--- src/hw/rtc_pkg.sv ---
/*
 * Constants shared by the real-time clock: register map, control
 * bits, timebase rates and alarm limits.
 * Assumes a 32-bit APB with byte addresses and one word per register.
 */
package rtc_pkg;

	// ----------------------------------------------------------------
	// Register map
	// ----------------------------------------------------------------
	localparam int             ADDR_W      = 8;
	localparam logic [7:0]     OFF_SECONDS = 8'h00;
	localparam logic [7:0]     OFF_SUBSEC  = 8'h04;
	localparam logic [7:0]     OFF_CTRL    = 8'h08;
	localparam logic [7:0]     OFF_TRIM    = 8'h0C;
	localparam logic [7:0]     OFF_TODIV   = 8'h10;
	localparam logic [7:0]     OFF_SSIV    = 8'h14;
	localparam logic [7:0]     OFF_STATUS  = 8'h18;
	localparam logic [7:0]     OFF_MASK    = 8'h1C;

	// ----------------------------------------------------------------
	// Control bits
	// ----------------------------------------------------------------
	localparam int             CTRL_W      = 10;
	localparam int             C_RUN       = 0;
	localparam int             C_EXTCLK    = 1;
	localparam int             C_TODEN     = 2;
	localparam int             C_SSEN      = 3;
	localparam int             C_TODREC    = 4;
	localparam int             C_SSREC     = 5;
	localparam int             C_CALEN     = 6;
	localparam int             C_KEEP      = 7;
	localparam int             C_TODWAKE   = 8;
	localparam int             C_SSWAKE    = 9;
	localparam logic [9:0]     CTRL_RST    = 10'h000;

	// Status and mask bits
	localparam int             ST_W        = 2;
	localparam int             ST_TOD      = 0;
	localparam int             ST_SS       = 1;

	// ----------------------------------------------------------------
	// Timebase and limits
	// ----------------------------------------------------------------
	localparam int             TB_HZ       = 32768;
	localparam int             SUB_HZ      = 4096;
	localparam int             PREDIV      = TB_HZ / SUB_HZ;
	localparam int             SUB_W       = 12;
	localparam int             TOD_W       = 20;
	localparam int             MAX_DAYS    = 12;
	localparam int             SEC_PER_DAY = 86400;
	localparam logic [19:0]    TOD_MAX     = 20'(MAX_DAYS * SEC_PER_DAY);
	localparam logic [31:0]    SS_MAX      = 32'(64'(TOD_MAX) * 64'(SUB_HZ));
	localparam logic [19:0]    PPM_ONE     = 20'hF4240;
	localparam logic [7:0]     TRIM_MAX    = 8'h7F;
	localparam logic [7:0]     TRIM_NEGMAX = 8'h81;

endpackage

--- src/hw/rtc_timebase_if.sv ---
/*
 * Carrier between the clock core and its timebase.
 * Assumes both ends run on the same system clock.
 */
`timescale 1ns/1ps
`default_nettype none
interface rtc_timebase_if;
	logic              useExt;
	logic              run;
	logic              calEn;
	logic signed [7:0] trim;
	logic              tick;
	logic              calOut;

	modport core (output useExt, output run, output calEn, output trim,
		input tick, input calOut);
	modport tb (input useExt, input run, input calEn, input trim,
		output tick, output calOut);
endinterface
`default_nettype wire

--- src/hw/rtc_timebase.sv ---
/*
 * Timebase: synchronises the 32.768 kHz crystal and external clock
 * pins, applies the ppm trim and makes a 4096 Hz tick.
 * Assumes both pins are far slower than the system clock.
 */
`timescale 1ns/1ps
`default_nettype none
module rtc_timebase #(
	parameter int PREDIV = rtc_pkg::PREDIV
) (
	input  wire logic clock,
	input  wire logic nrst,
	input  wire logic xtalIn,
	input  wire logic extClkIn,
	rtc_timebase_if.tb tb
);
	localparam int PW = $clog2(PREDIV);

	generate
		if (PREDIV < 2 || (1 << PW) != PREDIV) begin : g_bad
			$error("PREDIV must be a power of two");
		end
	endgenerate

	// ----------------------------------------------------------------
	// Pin synchronisers, three stages, level taken when two agree
	// ----------------------------------------------------------------
	logic [2:0]    xs_q, xs_d, es_q, es_d;
	logic          lvl_q, lvl_d;
	logic [19:0]   acc_q, acc_d;
	logic [PW-1:0] pre_q, pre_d;
	logic          tick_q, tick_d, cal_q, cal_d;
	logic          src2, src3, edgeSeen;
	logic [7:0]    mag;
	logic [20:0]   accSum;
	logic [PW:0]   preSum;
	logic [1:0]    step;

	// Next state for synchronisers, trim accumulator and prescaler
	always_comb begin
		xs_d = {xs_q[1:0], xtalIn};
		es_d = {es_q[1:0], extClkIn};
		src2 = tb.useExt ? es_q[1] : xs_q[1];
		src3 = tb.useExt ? es_q[2] : xs_q[2];
		lvl_d = (src2 == src3) ? src3 : lvl_q;
		edgeSeen = lvl_d & ~lvl_q & tb.run;
		mag = tb.trim[7] ? 8'(-tb.trim) : 8'(tb.trim);
		accSum = {1'b0, acc_q} + {13'h0000, mag};
		step = 2'h1;
		acc_d = acc_q;
		pre_d = pre_q;
		tick_d = 1'b0;
		preSum = {1'b0, pre_q};
		if (edgeSeen) begin
			// One extra or one fewer edge per million corrects ppm
			if (accSum >= {1'b0, rtc_pkg::PPM_ONE}) begin
				acc_d = 20'(accSum - {1'b0, rtc_pkg::PPM_ONE});
				step = tb.trim[7] ? 2'h0 : 2'h2;
			end else begin
				acc_d = accSum[19:0];
			end
			preSum = {1'b0, pre_q} + (PW+1)'(step);
			pre_d = preSum[PW-1:0];
			tick_d = preSum[PW];
		end
		cal_d = tb.calEn & pre_q[PW-1];
	end

	// Register stage
	always_ff @(posedge clock) begin
		if (!nrst) begin
			xs_q   <= 3'h0;
			es_q   <= 3'h0;
			lvl_q  <= 1'b0;
			acc_q  <= 20'h00000;
			pre_q  <= '0;
			tick_q <= 1'b0;
			cal_q  <= 1'b0;
		end else begin
			xs_q   <= xs_d;
			es_q   <= es_d;
			lvl_q  <= lvl_d;
			acc_q  <= acc_d;
			pre_q  <= pre_d;
			tick_q <= tick_d;
			cal_q  <= cal_d;
		end
	end

	assign tb.tick   = tick_q;
	assign tb.calOut = cal_q;
endmodule
`default_nettype wire

--- src/hw/rtc_core.sv ---
/*
 * Real-time clock top: APB register file, seconds and sub-second
 * counters, two alarms, interrupt and wake outputs.
 * Assumes a 40 MHz system clock and a 32.768 kHz timebase pin.
 */
`timescale 1ns/1ps
`default_nettype none
// What this block does
// - Seconds are kept as a plain 32-bit count; software converts to calendar.
// - Time-of-day alarm interval is programmable from 1 second to 12 days.
// - Independent 32-bit sub-second alarm in 1/4096 s steps, 244 us to 12 days.
// - Each alarm can be set to recur on its own.
// - An expired enabled alarm can raise the interrupt or wake the system.
// - Timebase comes from the crystal pin or the external clock pin.
// - Software trim adjusts rate by up to 127 ppm in 1 ppm steps.
// - When enabled, a pin carries a clock-derived signal for measuring.
// - Software can keep the clock running through the storage power state.
module rtc_core (
	input  wire logic        clock,
	input  wire logic        nrst,
	input  wire logic        psel,
	input  wire logic        penable,
	input  wire logic        pwrite,
	input  wire logic [7:0]  paddr,
	input  wire logic [31:0] pwdata,
	output logic [31:0]      prdata,
	output logic             pready,
	output logic             pslverr,
	input  wire logic        xtalIn,
	input  wire logic        extClkIn,
	input  wire logic        storageMode,
	output logic             calClockOutput,
	output logic             keepPower,
	output logic             irq,
	output logic             wakeup
);
	// ----------------------------------------------------------------
	// State
	// ----------------------------------------------------------------
	logic [31:0]                 secs_q, secs_d;
	logic [rtc_pkg::SUB_W-1:0]   sub_q, sub_d;
	logic [rtc_pkg::CTRL_W-1:0]  ctrl_q, ctrl_d;
	logic signed [7:0]           trim_q, trim_d;
	logic [rtc_pkg::TOD_W-1:0]   todIv_q, todIv_d, todRem_q, todRem_d;
	logic [31:0]                 ssIv_q, ssIv_d, ssRem_q, ssRem_d;
	logic                        todArm_q, todArm_d, ssArm_q, ssArm_d;
	logic [rtc_pkg::ST_W-1:0]    stat_q, stat_d, mask_q, mask_d;
	logic [31:0]                 prdata_q, prdata_d;

	logic        run, tick, secTick, todFire, ssFire;
	logic        setup, wrEn, hit;
	logic [31:0] rdata;
	logic [rtc_pkg::TOD_W-1:0] todNew;
	logic [31:0] ssNew;
	logic [7:0]  trimNew;

	rtc_timebase_if tbi ();

	rtc_timebase u_timebase (
		.clock    (clock),
		.nrst     (nrst),
		.xtalIn   (xtalIn),
		.extClkIn (extClkIn),
		.tb       (tbi)
	);

	// ----------------------------------------------------------------
	// Timebase control
	// ----------------------------------------------------------------
	// Counting stops in storage unless software kept the clock alive
	assign run = ctrl_q[rtc_pkg::C_RUN] & (~storageMode | ctrl_q[rtc_pkg::C_KEEP]);
	assign keepPower   = ctrl_q[rtc_pkg::C_RUN] & ctrl_q[rtc_pkg::C_KEEP];
	assign tbi.run    = run;
	assign tbi.useExt = ctrl_q[rtc_pkg::C_EXTCLK];
	assign tbi.calEn  = ctrl_q[rtc_pkg::C_CALEN];
	assign tbi.trim   = trim_q;
	assign calClockOutput = tbi.calOut;

	assign tick    = tbi.tick & run;
	assign secTick = tick & (sub_q == {rtc_pkg::SUB_W{1'b1}});

	// Alarm expiry on the last count of the interval
	assign todFire = todArm_q & ctrl_q[rtc_pkg::C_TODEN] & secTick
		& (todRem_q == 20'h00001);
	assign ssFire  = ssArm_q & ctrl_q[rtc_pkg::C_SSEN] & tick
		& (ssRem_q == 32'h0000_0001);

	// ----------------------------------------------------------------
	// APB decode
	// ----------------------------------------------------------------
	assign setup  = psel & ~penable;
	assign wrEn   = psel & penable & pwrite & hit;
	assign pready = 1'b1;
	assign pslverr = psel & penable & ~hit;
	assign prdata = prdata_q;

	// Address decode and read mux
	always_comb begin
		hit = 1'b1;
		rdata = 32'h0000_0000;
		unique case (paddr)
			rtc_pkg::OFF_SECONDS: rdata = secs_q;
			rtc_pkg::OFF_SUBSEC:  rdata = {20'h00000, sub_q};
			rtc_pkg::OFF_CTRL:    rdata = {22'h000000, ctrl_q};
			rtc_pkg::OFF_TRIM:    rdata = {{24{trim_q[7]}}, trim_q};
			rtc_pkg::OFF_TODIV:   rdata = {12'h000, todIv_q};
			rtc_pkg::OFF_SSIV:    rdata = ssIv_q;
			rtc_pkg::OFF_STATUS:  rdata = {30'h0000_0000, stat_q};
			rtc_pkg::OFF_MASK:    rdata = {30'h0000_0000, mask_q};
			default:              hit = 1'b0;
		endcase
	end

	// Interval clamps keep alarms inside their documented span
	always_comb begin
		if (pwdata == 32'h0000_0000) begin
			todNew = 20'h00001;
		end else if (pwdata > {12'h000, rtc_pkg::TOD_MAX}) begin
			todNew = rtc_pkg::TOD_MAX;
		end else begin
			todNew = pwdata[rtc_pkg::TOD_W-1:0];
		end
		if (pwdata == 32'h0000_0000) begin
			ssNew = 32'h0000_0001;
		end else if (pwdata > rtc_pkg::SS_MAX) begin
			ssNew = rtc_pkg::SS_MAX;
		end else begin
			ssNew = pwdata;
		end
		trimNew = (pwdata[7:0] == 8'h80) ? rtc_pkg::TRIM_NEGMAX : pwdata[7:0];
	end

	// ----------------------------------------------------------------
	// Next state of counters, alarms and registers
	// ----------------------------------------------------------------
	always_comb begin
		secs_d   = secs_q;
		sub_d    = sub_q;
		ctrl_d   = ctrl_q;
		trim_d   = trim_q;
		todIv_d  = todIv_q;
		ssIv_d   = ssIv_q;
		todRem_d = todRem_q;
		ssRem_d  = ssRem_q;
		todArm_d = todArm_q;
		ssArm_d  = ssArm_q;
		mask_d   = mask_q;
		prdata_d = prdata_q;
		// Free-running counters
		if (tick) begin
			sub_d = sub_q + 12'h001;
		end
		if (secTick) begin
			secs_d = secs_q + 32'h0000_0001;
		end
		// Time-of-day alarm counts seconds
		if (todArm_q & ctrl_q[rtc_pkg::C_TODEN] & secTick) begin
			todRem_d = todRem_q - 20'h00001;
		end
		if (todFire) begin
			if (ctrl_q[rtc_pkg::C_TODREC]) begin
				todRem_d = todIv_q;
			end else begin
				todArm_d = 1'b0;
			end
		end
		// Sub-second alarm counts 4096 Hz ticks
		if (ssArm_q & ctrl_q[rtc_pkg::C_SSEN] & tick) begin
			ssRem_d = ssRem_q - 32'h0000_0001;
		end
		if (ssFire) begin
			if (ctrl_q[rtc_pkg::C_SSREC]) begin
				ssRem_d = ssIv_q;
			end else begin
				ssArm_d = 1'b0;
			end
		end
		// Sticky flags: hardware set wins over a write-one clear
		stat_d = stat_q;
		if (wrEn && paddr == rtc_pkg::OFF_STATUS) begin
			stat_d = stat_q & ~pwdata[rtc_pkg::ST_W-1:0];
		end
		if (todFire) begin
			stat_d[rtc_pkg::ST_TOD] = 1'b1;
		end
		if (ssFire) begin
			stat_d[rtc_pkg::ST_SS] = 1'b1;
		end
		// Software writes take effect at the access edge
		if (wrEn) begin
			unique case (paddr)
				rtc_pkg::OFF_SECONDS: secs_d = pwdata;
				rtc_pkg::OFF_SUBSEC:  sub_d = pwdata[rtc_pkg::SUB_W-1:0];
				rtc_pkg::OFF_CTRL: begin
					ctrl_d = pwdata[rtc_pkg::CTRL_W-1:0];
					// Enabling an alarm restarts its interval
					if (pwdata[rtc_pkg::C_TODEN] & ~ctrl_q[rtc_pkg::C_TODEN]) begin
						todRem_d = todIv_q;
						todArm_d = 1'b1;
					end
					if (pwdata[rtc_pkg::C_SSEN] & ~ctrl_q[rtc_pkg::C_SSEN]) begin
						ssRem_d = ssIv_q;
						ssArm_d = 1'b1;
					end
				end
				rtc_pkg::OFF_TRIM:    trim_d = trimNew;
				rtc_pkg::OFF_TODIV: begin
					todIv_d  = todNew;
					todRem_d = todNew;
					todArm_d = 1'b1;
				end
				rtc_pkg::OFF_SSIV: begin
					ssIv_d  = ssNew;
					ssRem_d = ssNew;
					ssArm_d = 1'b1;
				end
				rtc_pkg::OFF_MASK:    mask_d = pwdata[rtc_pkg::ST_W-1:0];
				default: begin
				end
			endcase
		end
		// Read data is captured in the setup cycle
		if (setup & ~pwrite) begin
			prdata_d = rdata;
		end
	end

	// Register stage
	always_ff @(posedge clock) begin
		if (!nrst) begin
			secs_q   <= 32'h0000_0000;
			sub_q    <= 12'h000;
			ctrl_q   <= rtc_pkg::CTRL_RST;
			trim_q   <= 8'sh00;
			todIv_q  <= 20'h00001;
			ssIv_q   <= 32'h0000_0001;
			todRem_q <= 20'h00001;
			ssRem_q  <= 32'h0000_0001;
			todArm_q <= 1'b0;
			ssArm_q  <= 1'b0;
			stat_q   <= 2'h0;
			mask_q   <= 2'h0;
			prdata_q <= 32'h0000_0000;
		end else begin
			secs_q   <= secs_d;
			sub_q    <= sub_d;
			ctrl_q   <= ctrl_d;
			trim_q   <= trim_d;
			todIv_q  <= todIv_d;
			ssIv_q   <= ssIv_d;
			todRem_q <= todRem_d;
			ssRem_q  <= ssRem_d;
			todArm_q <= todArm_d;
			ssArm_q  <= ssArm_d;
			stat_q   <= stat_d;
			mask_q   <= mask_d;
			prdata_q <= prdata_d;
		end
	end

	// ----------------------------------------------------------------
	// Interrupt and wake
	// ----------------------------------------------------------------
	assign irq    = |(stat_q & mask_q);
	assign wakeup = |(stat_q & {ctrl_q[rtc_pkg::C_SSWAKE],
		ctrl_q[rtc_pkg::C_TODWAKE]});
endmodule
`default_nettype wire

--- config.mk ---
export PLATFORM = sky130hd
export DESIGN_NAME = rtc_core
export DESIGN_NICKNAME = d
export VERILOG_FILES = /design/src/hw/rtc_pkg.sv /design/src/hw/rtc_timebase_if.sv /design/src/hw/rtc_timebase.sv /design/src/hw/rtc_core.sv
export SDC_FILE = /design/constraint.sdc
export NUM_CORES = 1
export LEC_CHECK = 0
export BUFFER_PORTS_ARGS = -buffer_cell sky130_fd_sc_hd__buf_2
export CAP_MARGIN = 10
export CORE_ASPECT_RATIO = 0.5
export CORE_MARGIN = 2
export CORE_UTILIZATION = 61
export CTS_CLUSTER_SIZE = 30
export DETAILED_ROUTE_END_ITERATION = 8
export PLACE_DENSITY = 0.8
export SYNTH_ARGS = -nofsm -noshare
export SYNTH_HDL_FRONTEND = slang
export SYNTH_HIERARCHICAL = 1
export SYNTH_SLANG_ARGS = --single-unit
--- constraint.sdc ---
create_clock -name clock -period 5.4 [get_ports clock]
set_input_delay 1.08 -clock clock [delete_from_list [all_inputs] [get_ports clock]]
set_output_delay 1.08 -clock clock [all_outputs]
set_load 0.005 [all_outputs]
# Word level (Yosys, flattened, before mapping)
# Cells that the tools add are included.
classes:
  add_sub_neg: 8
  order_cmp: 3
  n_eq_ne: 12
  n_mux: 46
  bitwise_logic: 33
  n_reduce_logical: 14
ops:
  columns: ["op", "count"]
  rows:
  - ["32-bit 2-to-1 mux", 10]
  - ["32-bit one-hot mux with 8 select lines", 1]
  - ["20-bit 2-to-1 mux", 8]
  - ["32-bit one-hot mux with 2 select lines", 1]
  - ["20-bit one-hot mux with 2 select lines", 1]
  - ["12-bit 2-to-1 mux", 3]
  - ["32-bit by 1-bit adder with 32-bit output (second input constant)", 1]
  - ["32-bit by 1-bit == test with 1-bit output (second input constant)", 1]
  - ["8-bit by 5-bit == test with 1-bit output (second input constant)", 4]
  - ["32-bit by 20-bit greater-than comparator with 1-bit output (second input constant)", 1]
  - ["32-bit greater-than comparator (second input constant)", 1]
  - ["32-bit logical NOT", 1]
  - ["32-bit by 1-bit subtractor with 32-bit output (second input constant)", 1]
  - ["20-bit by 8-bit adder with 21-bit output", 1]
  - ["1-bit AND", 21]
  - ["21-bit by 20-bit >= comparator with 1-bit output (second input constant)", 1]
  - ["20-bit by 1-bit == test with 1-bit output (second input constant)", 1]
  - ["20-bit by 1-bit subtractor with 20-bit output (second input constant)", 1]
  - ["20-bit subtractor (second input constant)", 1]
  - ["8-bit by 4-bit == test with 1-bit output (second input constant)", 2]
  - ["8-bit 2-to-1 mux", 2]
  - ["1-bit 2-to-1 mux", 14]
  - ["12-bit by 1-bit adder with 12-bit output (second input constant)", 1]
  - ["12-bit == test (second input constant)", 1]
  - ["other kinds (17)", 36]
word_totals:
  ff_bits: 236
  input_bits: 48
  out_inout_bits: 38
  wordCells: 137

# Depth between registers and ports, before layout
depth:
  depth_word: 12
  mapped_depth: 22
  depth_no_buf: 21

# Cells and area by module
# Netlist, hierarchy kept.
by_module_without_submodules:
  columns: ["mod", "n_inst", "cells_each", "area_per_inst_um2", "seq_area_each_um2"]
  rows:
  - ["rtc_core", 1, 1340, 10705.3, 4083.9]
  - ["rtc_timebase", 1, 323, 2546.2, 640.6]

# Least setup slack after synthesis
# No wires, ideal clock.
synth_path:
  path_kind: "reg2reg"
  startpoint: "reg trim_q[0], in the netlist tbi.trim[0]"
  endpoint: "reg u_timebase.pre_q[2]"
  setup_ns: 0.128
  arrival_ns: 4.000
  slack_ns: 1.273
  path_stages_with_launch: 19
  n_path_buf: 1
  synth_period_minus_slack_ns: 4.127
  path_cell_list: "dfxtp_1 -> or3_1 -> o31ai_1 -> xnor2_1 -> ha_1 -> a21o_1 -> a211oi_4 -> a211oi_2 -> or4_4 -> a21oi_1 -> and4bb_2 -> o21ai_2 -> and2_4 -> buf_6 -> ha_1 -> fa_1 -> nand2_1 -> xor2_1 -> nor2_1"
synth_between:
  elab_chain_len: 7
synth_rtl:
  columns: ["element", "line_no", "text"]
  rows:
  - ["from (decl)", "rtc_core.sv:43", "logic signed [7:0] trim_q, trim_d;"]
  - ["from (signal assigned)", "rtc_core.sv:248", "trim_q <= trim_d;"]
  - ["8-bit negator", "rtc_timebase.sv:47", "mag = tb.trim[7] ? 8'(-tb.trim) : 8'(tb.trim);"]
  - ["8-bit 2-to-1 mux (*)", "rtc_timebase.sv:47", null]
  - ["20-bit by 8-bit adder with 21-bit output (*)", "rtc_timebase.sv:48", "accSum = {1'b0, acc_q} + {13'h0000, mag};"]
  - ["21-bit by 20-bit >= comparator with 1-bit output (*)", "rtc_timebase.sv:56", "if (accSum >= {1'b0, rtc_pkg::PPM_ONE}) begin"]
  - ["2-bit 2-to-1 mux (*)", "rtc_timebase.sv:56", null]
  - ["2-bit 2-to-1 mux (*)", "rtc_timebase.sv:54", "if (edgeSeen) begin"]
  - ["3-bit by 2-bit adder with 4-bit output (*)", "rtc_timebase.sv:62", "preSum = {1'b0, pre_q} + (PW+1)'(step);"]
  - ["to (signal assigned)", "rtc_timebase.sv:84", "pre_q <= pre_d;"]
  - ["to (decl)", "rtc_timebase.sv:31", "logic [PW-1:0] pre_q, pre_d;"]
# Every way passes the cells marked *; elsewhere a longest branch is shown, timed or not. The select of a mux whose other input is x is not followed.
# A chain may end at the register's enable or synchronous reset.

# Worst setup path in the final report
# Same ends and word-level chain as after synthesis.

==> summary.txt <==
Placed design
  – RePlAce Congestion: ~0.98
  – Port Buf Inserts: 84
  – Detailed-placement wirelength estimate: 30200 um
  – Post-place instance area: 0.0137 mm2
  – Setup WS pre-CTS: 0.778 ns

Die
  – Vert. Die Dim: 108 um
  – Die area: 0.0230 mm2
  – Die width: 212 um
  – Standard-cell rows: 38
  – I/O pin count: 86
  – Core ar.: 0.0215 mm2
  – Starting density of the core: 61.7%

Cells and area
  – ANT cells: 0
  – Post-route cell area: 0.0145 mm2
  – Fillers: 1876
  – Area grow syn2layout: 9.71%
  – Post-layout nets: between 1500 and 2000
  – Layout cell share with drive strength beyond 1: 10.9%

Clock tree
  – PostCTS Resize Cnt: 0
  – Worst-path clk slew: about 0.070 ns
  – Hold_buf cts: 0
  – CTS HTree Levels: 1
  – CTS tree: built
  – Maximum clock path buffer count: 3
  – Num Clock Sinks: 236
  – Clock latency on the worst-skew pair: around 0.55 ns
  – Inserted Clock Buffers: 22
  – Setup Buffers After CTS: 0
  – Clk root buf: clkbuf_16

Synthesis
  – Synth area leaders: dfxtp_1, nand2_1, a21oi_1, a22oi_1, nor2_1
  – Top-area cell type share of the netlist area: 35.7%
  – Total nets after synthesis: between 1500 and 2000
  – Synth cell count leaders: dfxtp_1, nand2_1, nor2_1
  – Yosys top cell by area: dfxtp_1
  – Number of synthesized flops with an enable pin: 0
  – Count leader, synth: dfxtp_1
  – Synthesis warning total: 6
  – Synth cell types: 90
  – Mean area per synthesized cell: 7.97 um2
  – Register area share after synthesis: between 30% and 40%
  – Top_reg_cell synth: dfxtp_1
  – Mapped Area: 0.0133 mm2
  – Flop and latch count out of synthesis: around 240
  – Post-Synthesis Cells: 1663
  – Post-synth ARST share: 0%

Timing
  – Period utilization: between 80 and 90%
  – Final min period: 4.63 ns
  – Clk_skew: between 0.02 and 0.025 ns
  – Pins Over Slew Limit: 0
  – WHS: 0.464 ns
  – RSZ-0062 raised after global routing: no
  – Final Hold Vio Count: 0
  – Slew margin rel.: a little over a fifth
  – Final worst slack: roughly 0.77 ns
  – # setup viols final: 0
  – Setup TNS: 0 ns
  – Least-Margin Pin Slew: 1.17 ns
  – Achievable frequency: 0.216 GHz

Critical path
  – Cell breakdown of the critical path: or3_1 > o31ai_1 > xnor2_1 > ha_1 > a21o_1 > a211oi_4 > a211oi_2 > buf_4 > or4_4 > a221oi_2 > o21ai_1 > o21ai_2 > and2_4 > nor2_1 > fa_1 > nand2_1 > xor2_1 > nor2_1
  – Startpoint types: flop
  – Slowest stage cell on the critical path: or3_1
  – Setup CP Type: flop to flop
  – Critical Path RT: 5.80 ns
  – CP arrival: 5.03 ns
  – CP Capture Type: flop
  – Critical Path Fanout Max: 16
  – Worst path max stage delay: 0.44 ns
  – Most used cell, CP: nor2_1

Power and ir drop
  – Pint: 2.73 mW
  – Leakage: 5.19 nW
  – Net Sw Frac: 23.6%
  – Seq pwr share: 49.3%
  – Clock power share: about 46%
  – Max IR drop VDD: 0.164 mV
  – Sw power: 843 uW
  – PwrDens: around 250 mW/mm2
  – Comb power frac: 4.4%

Routing
  – Via density: about 6.7
  – Routed WL per cell: ~21 um
  – First-iteration detailed-routing DRC count: 1893
  – Vias: 13335
  – # DRC: 0
  – Total Wirelength: 42800 um
  – Pre-antenna DRT Iters: 6
  – Final ANT Viol Nets: 0

Global routing
  – First-pass GRT wire length: 66300 um
  – Number of global-route vias before repair: 12142
  – Initial antenna violation count: 0
  – Largest net degree at the start of global routing: 96
  – Gr usage total: 36.6%
  – Overflow left after global routing: 0

Outcome
  – Status: finished clean

Worst hold path
  – Worst hold path class: flop to flop

Job
  – Max_cap viols: 0
layout make-up:
| cell class | count | area (um2) | area share [%] |
|---|---|---|---|
| well taps | 300 | 375 | 2.58 |
| repair buffers | 107 | 626 | 4.30 |
| inverters | 25 | 96.3 | 0.663 |
| flip-flops and latches | 236 | 4720 | 32.5 |
| multi-input cells | 1288 | 7950 | 54.7 |
| clock buffers | 30 | 641 | 4.41 |
| clock inverters | 9 | 123 | 0.843 |
layer usage:
metal / vias up / share of wire (%) / GRT usage [%]
li1: 6164 / - / -
met1: 6374 / 42 / 49.8
met2: 697 / 45 / 60.0
met3: 100 / 10 / 7.17
met4: 0 / 2.8 / 9.19
met5: - / 0 / 0
registers in the layout (all words and copies together), names as in the netlist, 12 cells and up:
signal / cells
prdata: 32
secs_q: 32
ssIv_q: 32
ssRem_q: 32
todIv_q: 20
todRem_q: 20
u_timebase/acc_q: 20
sub_q: 12
worst max-delay path, delay by kind of cell, from the launching register on:
| kind | cells | cell delay, ns |
|---|---|---|
| AOI/OAI and AO/OA | 7 | 1.54 |
| and+or+nand+nor | 6 | 1.31 |
| adders and majority gates | 2 | 0.73 |
| DFF | 1 | 0.37 |
| xor gates and xnor gates | 2 | 0.34 |
| buffers and inverters | 1 | 0.20 |
layout by cell type (no fill, tap or decap), drive strengths merged, types with 7 or more instances in the layout:
master	n
ha	19
and2	17
a31oi	15
a222oi	13
a211oi	47
mux2i	18
nor4	31
nor3	62
a21boi	13
o22ai	9
or3	19
nand2	179
nand3	66
nor2	156
a211o	8
nor4b	9
or4	14
a22oi	81
clkbuf	30
nand4	23
nand2b	18
a21oi	131
buf	107
and4	9
nor3b	9
xnor2	48
dfxtp	236
and3	27
a221oi	14
inv	25
a22o	7
xor2	46
o21ai	87
final timing paths:
check	from	endpoint	slack (ns)	cells past startpoint
worst max-delay path	tbi.trim[0]	u_timebase/pre_q[2]	0.77	18
worst min-delay path	u_timebase/xs_q[0]	u_timebase/xs_q[1]	0.46	1
worst max register to register	tbi.trim[0]	u_timebase/pre_q[2]	0.77	18
worst min register to register	u_timebase/xs_q[0]	u_timebase/xs_q[1]	0.46	1
power groups by stage:
stage | sequential [mW] | clock [mW] | combinational, mW
detailed placement | 1.80 | 0 | 0.150
floorplan | 1.80 | 0 | 0.0763
finish | 1.76 | 1.65 | 0.159
global route | 1.76 | 1.73 | 0.168
global placement | 1.80 | 0 | 0.148
CTS | 1.76 | 1.66 | 0.151
metrics by stage:
step	utilization, %	cells	power (mW)
floorplan	-	1663	1.88
global placement	64.0	1955	1.95
detailed placement	64.0	1955	1.95
CTS	67.5	1994	3.58
global route	67.6	1995	3.66
finish	67.6	1995	3.57
cells by family after synthesis:
kind of cell / synth area share [%]
AO/OA/AOI/OAI: 24.6
XOR/XNOR: 6.27
adder cells (fa/ha/maj): 2.17
buffers and inverters: 4.39
flip-flops: 35.7
multiplexers: 1.61
other: 0.0283
AND/OR/NAND/NOR: 25.2
(Power assumes the default switching activity.)
